### src/opg_defs.svh
`ifndef OPG_DEFS_SVH
`define OPG_DEFS_SVH

// ----------------------------------------
// Timing, retry limit and identification address selects
// ----------------------------------------
`define OPG_CLK_NS 100
`define OPG_PW_NOM_NS 100000
`define OPG_PW_MIN_NS 95000
`define OPG_PW_MAX_NS 105000
`define OPG_PW_CYC (`OPG_PW_NOM_NS / `OPG_CLK_NS)
`define OPG_SETUP_NS 2000
`define OPG_SETUP_CYC ((`OPG_SETUP_NS + `OPG_CLK_NS - 1) / `OPG_CLK_NS)
`define OPG_TDF_NS 130
`define OPG_TDF_CYC ((`OPG_TDF_NS + `OPG_CLK_NS - 1) / `OPG_CLK_NS)
`define OPG_TDV_NS 1000
`define OPG_TDV_CYC ((`OPG_TDV_NS + `OPG_CLK_NS - 1) / `OPG_CLK_NS)
`define OPG_MAX_RETRY 10
`define OPG_ID_MFR_SEL 1'h0
`define OPG_ID_DEV_SEL 1'h1

`endif

### src/opg_pkg.sv
package opg_pkg;
  typedef enum logic [1:0] {OPG_CMD_PROG, OPG_CMD_READ_ID} opg_cmd_e;

  typedef struct packed {
    logic [15:0] addr;
    logic id_hv;
    logic ce_n;
    logic oe_vpp_low;
    logic oe_vpp_high;
    logic [7:0] dq_o;
    logic dq_oe;
  } opg_pins_s;

  typedef struct packed {
    logic done;
    logic pass;
    logic fail;
    logic [7:0] mfr_id;
    logic [7:0] dev_id;
  } opg_stat_s;
endpackage

### src/opg_timer.sv
`include "opg_defs.svh"

module opg_timer #(
  parameter int W = 16
) (
  // Clock and reset
  input wire logic clk_sys,
  input wire logic rstn,
  // Control
  input wire logic start,
  input wire logic [W-1:0] cycles,
  // Status
  output logic expired
);
  logic [W-1:0] cnt_q;
  logic busy_q;
  wire cnt_last = busy_q && (cnt_q == {{(W-1){1'b0}}, 1'b1});

  always_ff @(posedge clk_sys or negedge rstn) begin
    if (!rstn) begin
      cnt_q <= '0;
      busy_q <= 1'b0;
    end else if (start) begin
      cnt_q <= cycles;
      busy_q <= 1'b1;
    end else if (busy_q) begin
      cnt_q <= cnt_q - {{(W-1){1'b0}}, 1'b1};
      busy_q <= !cnt_last;
    end
  end

  assign expired = cnt_last;
endmodule

### src/opg_programmer.sv
`include "opg_defs.svh"
module opg_programmer #(
  parameter int AW = 16,
  parameter int RETRIES = `OPG_MAX_RETRY,
  parameter int PW_CYC = `OPG_PW_CYC
) (
  // Clock and reset
  input wire logic clk_sys,
  input wire logic rstn,
  // Command
  input wire logic start,
  input wire opg_pkg::opg_cmd_e cmd,
  input wire logic [AW-1:0] last_addr,
  // Source data lookup
  output logic [AW-1:0] src_addr,
  input wire logic [7:0] src_data,
  // Device pins
  output opg_pkg::opg_pins_s pins,
  input wire logic [7:0] dq_i,
  // Status
  output logic busy,
  output opg_pkg::opg_stat_s stat
);
  // ----------------------------------------
  // State
  // ----------------------------------------
  typedef enum logic [3:0] {
    S_IDLE, S_SETUP, S_PULSE, S_RECOV, S_VREAD, S_VSAMP, S_FINAL, S_FSAMP,
    S_IDRD, S_DONE, S_FLOAT
  } opg_st_e;
  typedef enum logic [1:0] {P_FIRST, P_VERIFY, P_FINAL, P_ID} opg_pass_e;
  opg_st_e st_q, st_d;
  opg_pass_e pass_q, pass_d;
  logic [AW-1:0] addr_q, addr_d;
  logic [3:0] retry_q, retry_d;
  logic [1:0] idsel_q;
  logic fail_q, fail_d, done_q, busy_q, ok_q, bad_q;
  logic [7:0] mfr_q, dev_q;
  logic t_start;
  logic [15:0] t_cyc;
  logic t_exp;
  opg_pkg::opg_pins_s pins_q, pins_d;
  opg_timer #(.W(16)) u_tmr (
    .clk_sys(clk_sys),
    .rstn(rstn),
    .start(t_start),
    .cycles(t_cyc),
    .expired(t_exp)
  );
  wire at_last = (addr_q == last_addr);
  wire match = (dq_i == src_data);
  wire retry_out = (retry_q == 4'(RETRIES));
  wire id_sel = idsel_q[0];
  // ----------------------------------------
  // Sequencer
  // ----------------------------------------
  always_comb begin
    st_d = st_q;
    pass_d = pass_q;
    addr_d = addr_q;
    retry_d = retry_q;
    fail_d = fail_q;
    t_start = 1'b0;
    t_cyc = 16'(`OPG_SETUP_CYC);
    pins_d = pins_q;
    case (st_q)
      S_IDLE: begin
        if (start) begin
          addr_d = '0;
          retry_d = 4'h0;
          fail_d = 1'b0;
          t_start = 1'b1;
          pins_d.addr = '0;
          if (cmd == opg_pkg::OPG_CMD_READ_ID) begin
            pass_d = P_ID;
            pins_d.id_hv = 1'b1;
            pins_d.oe_vpp_low = 1'b1;
            st_d = S_IDRD;
            pins_d.ce_n = 1'b0;
            t_cyc = 16'(`OPG_TDV_CYC);
          end else begin
            pass_d = P_FIRST;
            pins_d.oe_vpp_high = 1'b1;
            pins_d.dq_oe = 1'b1;
            st_d = S_SETUP;
          end
        end
      end
      S_SETUP: begin
        pins_d.dq_o = src_data;
        if (t_exp) begin
          pins_d.ce_n = 1'b0;
          t_start = 1'b1;
          t_cyc = 16'(PW_CYC);
          st_d = S_PULSE;
        end
      end
      S_PULSE: if (t_exp) begin
        pins_d.ce_n = 1'b1;
        t_start = 1'b1;
        st_d = S_RECOV;
      end
      S_RECOV: if (t_exp) begin
        if (pass_q == P_FIRST) begin
          if (at_last) begin
            pass_d = P_VERIFY;
            addr_d = '0;
            pins_d.addr = '0;
            t_start = 1'b1;
            st_d = S_RECOV;
          end else begin
            addr_d = addr_q + 1'b1;
            pins_d.addr = addr_q + 1'b1;
            t_start = 1'b1;
            st_d = S_SETUP;
          end
        end else begin
          pins_d.dq_oe = 1'b0;
          pins_d.oe_vpp_high = 1'b0;
          pins_d.oe_vpp_low = 1'b1;
          pins_d.ce_n = 1'b0;
          t_start = 1'b1;
          t_cyc = 16'(`OPG_TDV_CYC);
          st_d = S_VSAMP;
        end
      end
      S_VSAMP: if (t_exp) begin
        pins_d.ce_n = 1'b1;
        pins_d.oe_vpp_low = 1'b0;
        t_start = 1'b1;
        if (match) begin
          retry_d = 4'h0;
          if (at_last) begin
            pass_d = P_FINAL;
            addr_d = '0;
            pins_d.addr = '0;
            st_d = S_FINAL;
          end else begin
            addr_d = addr_q + 1'b1;
            pins_d.addr = addr_q + 1'b1;
            st_d = S_VREAD;
          end
        end else if (retry_out) begin
          fail_d = 1'b1;
          st_d = S_DONE;
        end else begin
          retry_d = retry_q + 4'h1;
          t_cyc = 16'(`OPG_TDF_CYC);
          st_d = S_FLOAT;
        end
      end
      S_FLOAT: if (t_exp) begin
        pins_d.oe_vpp_high = 1'b1;
        pins_d.dq_oe = 1'b1;
        t_start = 1'b1;
        st_d = S_SETUP;
      end
      S_VREAD: if (t_exp) begin
        pins_d.oe_vpp_low = 1'b1;
        pins_d.ce_n = 1'b0;
        t_start = 1'b1;
        t_cyc = 16'(`OPG_TDV_CYC);
        st_d = S_VSAMP;
      end
      S_FINAL: if (t_exp) begin
        pins_d.oe_vpp_low = 1'b1;
        pins_d.ce_n = 1'b0;
        t_start = 1'b1;
        t_cyc = 16'(`OPG_TDV_CYC);
        st_d = S_FSAMP;
      end
      S_FSAMP: if (t_exp) begin
        if (!match) fail_d = 1'b1;
        t_start = 1'b1;
        t_cyc = 16'(`OPG_TDF_CYC);
        pins_d.ce_n = 1'b1;
        pins_d.oe_vpp_low = 1'b0;
        if (at_last) begin
          st_d = S_DONE;
        end else begin
          addr_d = addr_q + 1'b1;
          pins_d.addr = addr_q + 1'b1;
          st_d = S_FINAL;
        end
      end
      S_IDRD: if (t_exp) begin
        t_start = 1'b1;
        t_cyc = 16'(`OPG_TDV_CYC);
        if (id_sel == `OPG_ID_DEV_SEL) begin
          pins_d = '0;
          pins_d.ce_n = 1'b1;
          st_d = S_DONE;
        end else begin
          pins_d.addr = {{(AW-1){1'b0}}, `OPG_ID_DEV_SEL};
        end
      end
      S_DONE: begin
        pins_d = '0;
        pins_d.ce_n = 1'b1;
        pins_d.addr = addr_q;
        st_d = S_IDLE;
      end
      default: st_d = S_IDLE;
    endcase
  end
  // ----------------------------------------
  // Registers
  // ----------------------------------------
  always_ff @(posedge clk_sys or negedge rstn) begin
    if (!rstn) begin
      st_q <= S_IDLE;
      pass_q <= P_FIRST;
      addr_q <= '0;
      retry_q <= 4'h0;
      fail_q <= 1'b0;
      pins_q <= '{ce_n: 1'b1, default: '0};
    end else begin
      st_q <= st_d;
      pass_q <= pass_d;
      addr_q <= addr_d;
      retry_q <= retry_d;
      fail_q <= fail_d;
      pins_q <= pins_d;
    end
  end
  always_ff @(posedge clk_sys or negedge rstn) begin
    if (!rstn) begin
      idsel_q <= 2'h0;
      mfr_q <= 8'h00;
      dev_q <= 8'h00;
      done_q <= 1'b0;
      ok_q <= 1'b0;
      bad_q <= 1'b0;
      busy_q <= 1'b0;
    end else begin
      done_q <= (st_q == S_DONE);
      ok_q <= (st_q == S_DONE) && !fail_q;
      bad_q <= (st_q == S_DONE) && fail_q;
      busy_q <= (st_d != S_IDLE);
      if (st_q == S_IDLE) idsel_q <= 2'h0;
      if (st_q == S_IDRD && t_exp) begin
        idsel_q <= idsel_q + 2'h1;
        if (id_sel == `OPG_ID_MFR_SEL) mfr_q <= dq_i;
        else dev_q <= dq_i;
      end
    end
  end
  assign pins = pins_q;
  assign busy = busy_q;
  assign src_addr = addr_q;
  assign stat = '{done: done_q, pass: ok_q, fail: bad_q, mfr_id: mfr_q, dev_id: dev_q};
  // ----------------------------------------
  // Checks
  // ----------------------------------------
  int unsigned pw_cnt;
  always_ff @(posedge clk_sys or negedge rstn) begin
    if (!rstn) pw_cnt <= 0;
    else if (st_q == S_PULSE) pw_cnt <= pw_cnt + 1;
    else pw_cnt <= 0;
  end
  a_pulse_width: assert property (@(posedge clk_sys) disable iff (!rstn)
    (st_q == S_PULSE && st_d != S_PULSE) |-> (pw_cnt + 1 >= 950 && pw_cnt + 1 <= 1050))
    else $error("program pulse width out of range");
  a_retry_limit: assert property (@(posedge clk_sys) disable iff (!rstn)
    retry_q <= 4'(RETRIES)) else $error("too many retries");
  a_fail_abort: assert property (@(posedge clk_sys) disable iff (!rstn)
    (st_q == S_VSAMP && t_exp && !match && retry_out) |=> (st_q == S_DONE && fail_q))
    else $error("failed byte did not abort");
  a_start_zero: assert property (@(posedge clk_sys) disable iff (!rstn)
    (st_q == S_IDLE && start) |=> (pins.addr == '0))
    else $error("sequence not started at address zero");
  a_no_drive_read: assert property (@(posedge clk_sys) disable iff (!rstn)
    pins.oe_vpp_low |-> !pins.dq_oe) else $error("data driven during read");
  a_id_pins: assert property (@(posedge clk_sys) disable iff (!rstn)
    (st_q == S_IDRD) |-> (pins.id_hv && pins.addr[AW-1:1] == '0))
    else $error("identification address not held low");
  a_step_on_match: assert property (@(posedge clk_sys) disable iff (!rstn)
    (st_q == S_VSAMP && t_exp && match && !at_last) |=> (addr_q == $past(addr_q) + 1'b1))
    else $error("address did not step after verify");
  a_final_fail: assert property (@(posedge clk_sys) disable iff (!rstn)
    (st_q == S_FSAMP && t_exp && !match) |=> fail_q) else $error("final mismatch lost");
  c_prog_pass: cover property (@(posedge clk_sys) disable iff (!rstn) stat.pass);
  c_prog_fail: cover property (@(posedge clk_sys) disable iff (!rstn) stat.fail);
  c_retry: cover property (@(posedge clk_sys) disable iff (!rstn) retry_q == 4'h2);
  c_id_read: cover property (@(posedge clk_sys) disable iff (!rstn) st_q == S_IDRD && id_sel);
endmodule

### config.mk
export PLATFORM = sky130hd
export DESIGN_NAME = opg_programmer
export DESIGN_NICKNAME = d
export VERILOG_FILES = /design/src/opg_pkg.sv /design/src/opg_timer.sv /design/src/opg_programmer.sv
export VERILOG_INCLUDE_DIRS = /design/src /design/src/src
export SDC_FILE = /design/constraint.sdc
export NUM_CORES = 1
export LEC_CHECK = 0
export BUFFER_PORTS_ARGS = -buffer_cell sky130_fd_sc_hd__buf_2
export CORE_ASPECT_RATIO = 0.75
export CORE_MARGIN = 1
export CORE_UTILIZATION = 35
export CTS_CLUSTER_DIAMETER = 50
export DETAILED_ROUTE_END_ITERATION = 6
export GPL_TIMING_DRIVEN = 0
export HOLD_SLACK_MARGIN = 0.12
export SLEW_MARGIN = 5
export SYNTH_ARGS = -nofsm -noshare
export SYNTH_HDL_FRONTEND = slang
export SYNTH_SLANG_ARGS = --single-unit
### constraint.sdc
create_clock -name clk_sys -period 2.4 [get_ports clk_sys]
set_clock_uncertainty 0.2 [all_clocks]
set_input_delay 0.24 -clock clk_sys [delete_from_list [all_inputs] [get_ports clk_sys]]
set_output_delay 0.24 -clock clk_sys [all_outputs]
set_load 0.02 [all_outputs]
# Yosys cells after proc, flatten, opt, wreduce, memory -nomap -nowiden
# Index checks and enable logic that the tools add are counted.
# totals
mem_bits_rw,0
latch_bits,0
romBits,0
mem_count,0
regBits,95
elab_cells,192
input_bits,37
output_inout_bits,65
# op_classes
n_div,0
reduce_logical,37
add_sub_neg,4
magnitude_cmp,0
multipliers,0
mux,91
bitwise_logic,1
eq_ne,38
n_shift,0
# op_table
operator,n
16-bit two-way mux,10
16-bit case mux with 6 select lines,1
4-bit two-way mux,19
16-bit case mux with 4 select lines,1
10-bit case mux with 6 select lines,1
5-bit two-way mux,9
"2-bit != test, second input constant",20
4-bit case mux with 10 select lines,1
2-bit two-way mux,15
29-bit two-way mux,1
8-bit case mux with 3 select lines,1
8-bit AND reduction,3
20-bit two-way mux,1
9-bit AND reduction,2
1-bit two-way mux,17
"16-bit by 1-bit adder with 16-bit output, second input constant",1
"16-bit by 1-bit equality test with 1-bit output, second input constant",1
16-bit equality test,1
"4-bit by 3-bit equality test with 1-bit output, second input constant",4
"4-bit equality test, second input constant",4
"16-bit by 1-bit subtractor with 16-bit output, second input constant",1
13-bit two-way mux,1
3-bit nonzero test,4
6-bit nonzero test,2
35 further kinds,50

# Logic depth before layout (Yosys ltp)
# Gate-level depths: netlist of the first run.
# logic_depth
word_depth,6
depth_mapped,10
depth_no_buf,8

# Cells and area by module
# A second synthesis of the first run with hierarchy kept.
# unflattened
cells_unflattened,624
hier_area_um2,5641.7
# modules_own_cells
module,area_per_inst_um2,seq_area_each_um2,n_inst,cells_per_inst
opg_programmer,4679.5,1903.1,1,523
opg_timer,962.2,425.4,1,101

# Least setup slack after synthesis of the first run
# OpenSTA, ideal clock, no wires.
# synth_path
path_type,reg-to-reg
from,"register addr_q[0], in the netlist src_addr[0]"
to,"register addr_q[4], in the netlist src_addr[4]"
path_slack_ps,-182
arrival_ps,2261
stages_incl_launch_ff,9
n_path_buf,2
setup_ps,121
t_required_ps,2079
period_less_slack_ps,2582
path_cell_list,dfrtp_1 -> clkbuf_1 -> xor2_1 -> nor4_1 -> nand4_1 -> a211oi_4 -> nor3_4 -> buf_6 -> a22o_1
# synth_via
elab_chain_len,5
word_cells_on_any_way,12
classes_between,1 x add/sub; 2 x eq/ne; 8 x mux; 1 x reduce/logical
# synth_rtl
element,line_no,source
from (decl),opg_programmer.sv:34,"logic [AW-1:0] addr_q, addr_d;"
from (signal assigned),opg_programmer.sv:220,addr_q <= addr_d;
16-bit by 1-bit adder with 16-bit output or 16-bit equality test (tied branches),n/a,
16-bit two-way mux,"opg_programmer.sv:105, opg_programmer.sv:133",
16-bit two-way mux (on tied branches),"opg_programmer.sv:131, opg_programmer.sv:104",
16-bit two-way mux (on tied branches),"opg_programmer.sv:127, opg_programmer.sv:103",
16-bit case mux with 4 select lines,opg_programmer.sv:66,case (st_q)
# Several ways; a longest one is shown, not always the timed one. The select of a mux whose other input is x is not followed.
# A chain may end at the register's enable or synchronous reset.

# Final worst setup path of the first run
# layout_path
from,register st_q[0]
to,"register addr_q[8], in the netlist src_addr[8]"
# layout_via
elab_chain_len,3
word_cells_on_any_way,14
classes_between,10 x eq/ne; 1 x mux; 3 x reduce/logical
# layout_rtl
element,line_no,source
from (decl),opg_programmer.sv:32,"opg_st_e st_q, st_d;"
from (signal assigned),opg_programmer.sv:218,st_q <= st_d;
"4-bit by 3-bit equality test with 1-bit output, or another cell as far along",opg_programmer.sv:66,
4-bit nonzero test (no source line) or 2-bit != test (tied branches),n/a,
8-bit AND reduction (no source line),n/a,
# Several ways; a longest one is shown, not always the timed one.

==> results.tsv, run 1 <==
metric	value	unit
worst-r2r-setup-slack	-0.26	ns
grtUsageMet1	32.0	%
drt_iter0_markers	507	
comb_power_share	13.7	%
cp-endpoint	src_addr[8]	
switching_power	946	µW
grt_pass1_vias	5311	
p_leak	3.60	nW
place_inst	905	
num_antenna_cells	0	
fmax	376	MHz
power_frac_clock	40.2	%
status	finished with violations	
grt_setup_unrepaired	yes	
final_cell_mix	buf_2 (103), dfrtp_1 (76), buf_4 (52)	
track_usage	22.1	%
synth_edf_count	0	
vias	5458	
yosysSeqAreaShare	42.0	%
clkTransAtPathRegs	0.07	ns
first_pass_iters	7	
rr_endpoint	src_addr[8]	
cp_slowest_cell	or4b_4	
startpoint_type	flop	
drive_above_1_share	41.6	%
reg2reg_from	st_q[0]	
clockBufferDepth	2	
path_cells	clkbuf_4 > nand4bb_2 > nor2_1 > or2_2 > or4b_4 > buf_4 > a211o_1 > a22o_1	
min_period	2.66	ns
synth_area	5550	µm²
core_area	15400	µm²
synthFlopType	dfrtp_1	
grt_max_degree	65	
layout_setup_ws	-0.260	ns
yosys_warnings	0	
wl	18000	µm
viasPerCell	5.56	
cp.depth	8	
cp_top_family	simple AND/OR/NAND/NOR gates	
finish.utilization	50.5	%
worst_pin_slew	0.740	ns
avgSynthCellArea	9.28	µm²
rows	39	
cts_buffers	9	
start_util	36.1	%
end_kind	flop	
fin_crit_sh	111	%
netlist_instances	598	
worstHoldPathType	in -> async	
fin_total_pwr	3.46	mW
ir_drop	0.000344	V
max_cap_viol_count	0	
synthArstFlopShare	100	%
clkSinkCount	93	
whs	0.158	ns
ys_ff_latch	93	
pwr_density_cell	446	nW/µm²
layout.nets	813	
cts_root_buffer	clkbuf_16	
gp_congestion	0.952	
htree_levels	3	
drc	0	
slew_headroom	50.3	%
cp-startpoint	st_q[0]	
pre_cts_slack	-0.645	ns
antenna_found_initial	0	
cp.arrival	2.72	ns
dp_hpwl	12500	µm
cp.required	2.46	ns
numPortBuffers	101	
stdcell_count	981	
die_h	111	µm
seqPwrFrac	46.1	%
syn-num-nets	640	
insertion_delay	0.36	ns
drv_slew	0	
die_x	147	µm
critical-path-max-stage-delay	0.59	ns
violations	setup timing	
critPathMaxFanout	10	
wire_per_inst	18.4	µm
setup_viol	36	
setup_tns	-5.02	ns
hold_viol	0	
groute.layer.met3.usage	5.72	%
placed_area	6430	µm²
layout_commonest_cell	buf_2	
r2r_cells	8	
p_sw_share	27.3	%
antenna_left	0	
die_area	16400	µm²
busiest_layer	met2	
overflow	0	
grt_pass1_wl	28300	µm
use_met2	32.6	%
cp_num_buf_inv	2	
final_cell_area	7770	µm²
area_growth_syn_to_layout	40.0	%
synth_cell_type_count	66	
cts_tree	built	
crit_type	reg -> reg	
ios	102	
internal_power	2.52	mW
flip-flops by register name, indices dropped and copies added (netlist names):
signal and flops:
pass_q 2, idsel_q 1, pins 28, bad_q 1, busy 1, fail_q 1, src_addr 16, st_q 4
retry_q 4, done_q 1, ok_q 1, dev_q 8, u_tmr.cnt_q 16, mfr_q 8, u_tmr.busy_q 1
worst min-delay path by stage:
| stage | startpoint | slack [ns] | cells past startpoint | endpoint |
|---|---|---|---|---|
| 2_1_floorplan | rstn | -0.26 | 0 | bad_q |
| 3_3_place_gp | pins[5] | 0.26 | 2 | pins[5] |
| 3_5_place_dp | rstn | 0.006 | 1 | u_tmr.cnt_q[12] |
| 4_1_cts | rstn | 0.16 | 2 | u_tmr.cnt_q[12] |
| 5_1_grt | rstn | 0.20 | 2 | u_tmr.cnt_q[12] |
| 6_report | rstn | 0.16 | 2 | u_tmr.cnt_q[12] |
worst register-to-register path: cells and delay by family, from the launching register on:
kind	cells	cell delay [ns]
buffers and inverters	2	0.37
and+or+nand+nor	4	1.23
DFF	1	0.36
AOI/OAI and AO/OA	2	0.39
cells in the mapped netlist, drive strengths merged (3+ instances only):
cell type / instances / area share [%]
a22o: 21 / 3.3
nor2b: 3 / 0.34
nand2: 60 / 4.1
o21ai: 43 / 3.9
nand3: 13 / 1.2
and4: 6 / 0.99
a211o: 7 / 1.1
a31oi: 7 / 0.79
o2bb2ai: 6 / 0.95
inv: 14 / 0.95
a211oi: 6 / 1.1
nand2b: 8 / 0.90
buf: 20 / 2.0
nand4: 8 / 0.90
clkbuf: 25 / 1.7
ha: 5 / 1.1
mux2: 28 / 5.7
o211ai: 11 / 1.5
and3: 6 / 0.68
or2: 4 / 0.45
dfrtp: 92 / 41
xor2: 21 / 3.3
nor3b: 3 / 0.41
xnor2: 15 / 2.4
a21oi: 27 / 2.5
o22a: 6 / 0.95
nor4: 13 / 2.2
or3: 4 / 0.45
o21a: 7 / 0.95
nor2: 47 / 3.2
o31ai: 10 / 1.4
nor3: 20 / 2.0
and2: 5 / 0.56
kinds of logic after synthesis:
kind of cell,after synthesis,synth area share (%)
xor gates and xnor gates,36,5.68
muxes,29,5.86
and+or+nand+nor,210,20.0
DFF,93,42.0
AOI/OAI and AO/OA,166,20.7
buffers and inverters,59,4.69
adders and majority gates,5,1.13
power by group through the flow:
stage | Clock (mW) | Combinational [mW] | Sequential, mW
2_1_floorplan | 0 | 0.177 | 1.64
3_5_place_dp | 0 | 0.348 | 1.63
4_1_cts | 1.42 | 0.415 | 1.60
3_3_place_gp | 0 | 0.337 | 1.62
5_1_grt | 1.48 | 0.509 | 1.60
6_report | 1.39 | 0.474 | 1.60
layout make-up:
type                       instances  area (µm²)
clock inverter                     7        56.3
timing repair buffer             173        1170
multi-input combinational        446        3400
fill                            1455        7600
tap                              205         256
clock buffer                       9         225
buffer                            34         255
sequential                        93        2350
inverter                          14        56.3
repair_timing:
item | in CTS | in global routing
pin swaps | 15 | 38
hold buffers | 17 | 0
gates cloned | 1 | 2
setup buffers | 31 | 22
hold endpoints to repair | 117 | 0
resized for setup | 60 | 98
setup endpoints to repair | 82 | 77
metal layers:
metal | wire (µm) | share of wire, % | up-vias
li1 | - | - | 2529
met1 | 8260 | 46 | 2700
met2 | 8090 | 45 | 207
met3 | 1440 | 8.0 | 22
met4 | 218 | 1.2 | 0
met5 | 0 | 0 | -
Power figures use the tool's default switching activity.
==> inputs of run 2 (changes only) <==
Settings changed: GPL_TIMING_DRIVEN 0 to default.
==> run 2 against run 1 <==
  * The flow still finishes with violations (setup timing)
  * First-iteration DRC count fell by 2.0%
  * Largest power group unchanged
  * Fmax rose by 4.6%
  * Sequential share of layout area fell by 2.1 points
  * Die area did not move
  * Largest cell class unchanged
  * Core utilization rose by 3.5 points
  * Global-route usage rose by 0.61 points
  * Clock power rose by 4%
  * Non-clock buffer count rose by 66
  * Critical path depth rose by 1
  * Final cell count rose by 6.8%
  * Register-to-register slack improved by 0.12 ns
  * Sequential cell count did not move
==> results.tsv, run 2 (synthesis results as in run 1) <==
metric	value	unit	change
status	finished with violations		unchanged
violations	setup timing		unchanged
startpoint_type	flop		unchanged
final_cell_mix	buf_4 (130), buf_2 (100), dfrtp_1 (85)		was buf_2 (103), dfrtp_1 (76), buf_4 (52)
multi_input_area	3320	µm²	was 3400 µm²
ir_drop	0.000300	V	was 0.000344 V
crit_type	reg -> reg		unchanged
internal_power	2.71	mW	was 2.52 mW
vias	5715		was 5458
comb_power_share	15.4	%	was 13.7%
cts_tree	built		unchanged
dp_hpwl	13800	µm	was 12500 µm
setup_viol	31		was 36
drive_above_1_share	44.6	%	was 41.6%
antenna_found_initial	0		unchanged
largest_reg_flops	28		unchanged
clkTransAtPathRegs	0.07	ns	about the same
layout.nets	880		was 813
start_util	36.1	%	unchanged
insertion_delay	0.35	ns	was 0.36 ns
fmax	393	MHz	was 376 MHz
cp.arrival	2.58	ns	was 2.72 ns
rows	39		unchanged
die_h	111	µm	unchanged
seqPwrFrac	44.3	%	was 46.1%
clkSinkCount	93		unchanged
die_area	16400	µm²	unchanged
pwr_density_cell	434	nW/µm²	was 446 nW/µm²
cts_buffers	9		unchanged
gp_congestion	0.913		was 0.952
cp_num_buf_inv	2		unchanged
seq_area	2340	µm²	was 2350 µm²
die_x	147	µm	unchanged
cp_slowest_cell	or4b_4		unchanged
num-fill-cells	1370		was 1455
grt_setup_unrepaired	yes		unchanged
cts_root_buffer	clkbuf_16		unchanged
pre_cts_slack	-0.242	ns	was -0.645 ns
ios	102		unchanged
cp.required	2.43	ns	was 2.46 ns
core_area	15400	µm²	unchanged
grt_pass1_vias	5689		was 5311
drc	0		unchanged
end_kind	flop		unchanged
drt_iter0_markers	497		was 507
min_period	2.54	ns	was 2.66 ns
final_cell_area	8300	µm²	was 7770 µm²
num_antenna_cells	0		unchanged
overflow	0		unchanged
p_sw_share	24.9	%	was 27.3%
track_usage	22.7	%	was 22.1%
fin_crit_sh	106	%	was 111%
critical-path-max-stage-delay	0.52	ns	was 0.59 ns
clockBufferDepth	2		unchanged
placed_area	7200	µm²	was 6430 µm²
worstHoldPathType	in -> async		unchanged
antenna_left	0		unchanged
htree_levels	3		unchanged
grt_pass1_wl	29100	µm	was 28300 µm
critPathMaxFanout	6		was 10
cp.depth	9		was 8
p_leak	4.03	nW	was 3.60 nW
switching_power	897	µW	was 946 µW
drv_slew	0		unchanged
slew_headroom	60.7	%	was 50.3%
hold_viol	0		unchanged
first_pass_iters	6		was 7
whs	0.199	ns	was 0.158 ns
grt_max_degree	43		was 65
power_frac_clock	40.3	%	was 40.2%
path_cells	inv_2 > ha_4 > nor4bb_4 > and4_4 > nor2_2 > or4b_4 > buf_6 > a211o_1 > a22o_1		was clkbuf_4 > nand4bb_2 > nor2_1 > or2_2 > or4b_4 > buf_4 > a211o_1 > a22o_1
area_growth_syn_to_layout	49.7	%	was 40.0%
layout_commonest_cell	buf_4		was buf_2
wl	19000	µm	was 18000 µm
wire_per_inst	18.2	µm	was 18.4 µm
layout_setup_ws	-0.143	ns	was -0.260 ns
finish.utilization	54.0	%	was 50.5%
worst_pin_slew	0.589	ns	was 0.740 ns
r2r_cells	9		was 8
numPortBuffers	101		unchanged
cp_top_family	simple AND/OR/NAND/NOR gates		unchanged
fin_total_pwr	3.60	mW	was 3.46 mW
max_cap_viol_count	0		unchanged
viasPerCell	5.45		was 5.56
[run 2: cell types whose count changed in the layout (fill, tap and decap cells not counted), sizes merged]
cell / change
clkbuf: -11
clkinvlp: -4
clkinv: +3
and3b: +1
buf: +79
inv: -2
bufinv: +1
[run 2: power groups by stage]
stage | Clock [mW] | Sequential (mW) | Combinational (mW)
after global placement | 0 | 1.62 | 0.415
after detailed placement | 0 | 1.63 | 0.423
after CTS | 1.49 | 1.60 | 0.457
after floorplan | 0 | 1.64 | 0.177
after global routing | 1.54 | 1.60 | 0.589
final | 1.45 | 1.60 | 0.554
[run 2: repair_timing]
item | in CTS | in global routing
resized for setup | 23 | 78
endpoints found under the setup margin | 61 | 78
hold endpoints to repair | 97 | 0
buffers inserted | 6 | 18
pin swaps | 12 | 22
hold buffers | 17 | 0
gates cloned | 0 | 3
[run 2: routing by layer]
metal,track usage [%],wire length (µm),vias up
met5,0,0,-
met4,6.67,352,0
met3,4.69,1450,31
met2,35.2,8750,229
met1,31.9,8480,2786
li1,-,-,2669
[run 2: final cells by class]
class                           count  area share, %
Clock buffer                       11           2.92
Clock inverter                      5          0.738
Inverter                           14          0.633
Multi-Input combinational cell    447           40.0
Sequential cell                    93           28.1
Tap cell                          205           3.09
Timing Repair Buffer              273           24.5
[run 2: worst paths after layout]
kind,from,to,slack [ns]
setup / recovery,u_tmr.cnt_q[1],src_addr[3],-0.14
setup reg to reg,u_tmr.cnt_q[1],src_addr[3],-0.14
hold / removal,rstn,u_tmr.cnt_q[5],0.20
min in group clk_sys,start,busy,0.24
max in group asynchronous,rstn,pins[11],1.15
hold reg to reg,fail_q,ok_q,0.26
[run 2: per-stage QoR]
stage | cells | TNS, ns
2_1_floorplan | 598 | -2.23
4_1_cts | 1028 | -2.54
6_report | 1048 | -1.53
3_5_place_dp | 989 | -6.02
3_3_place_gp | 989 | -3.38
5_1_grt | 1048 | -6.84
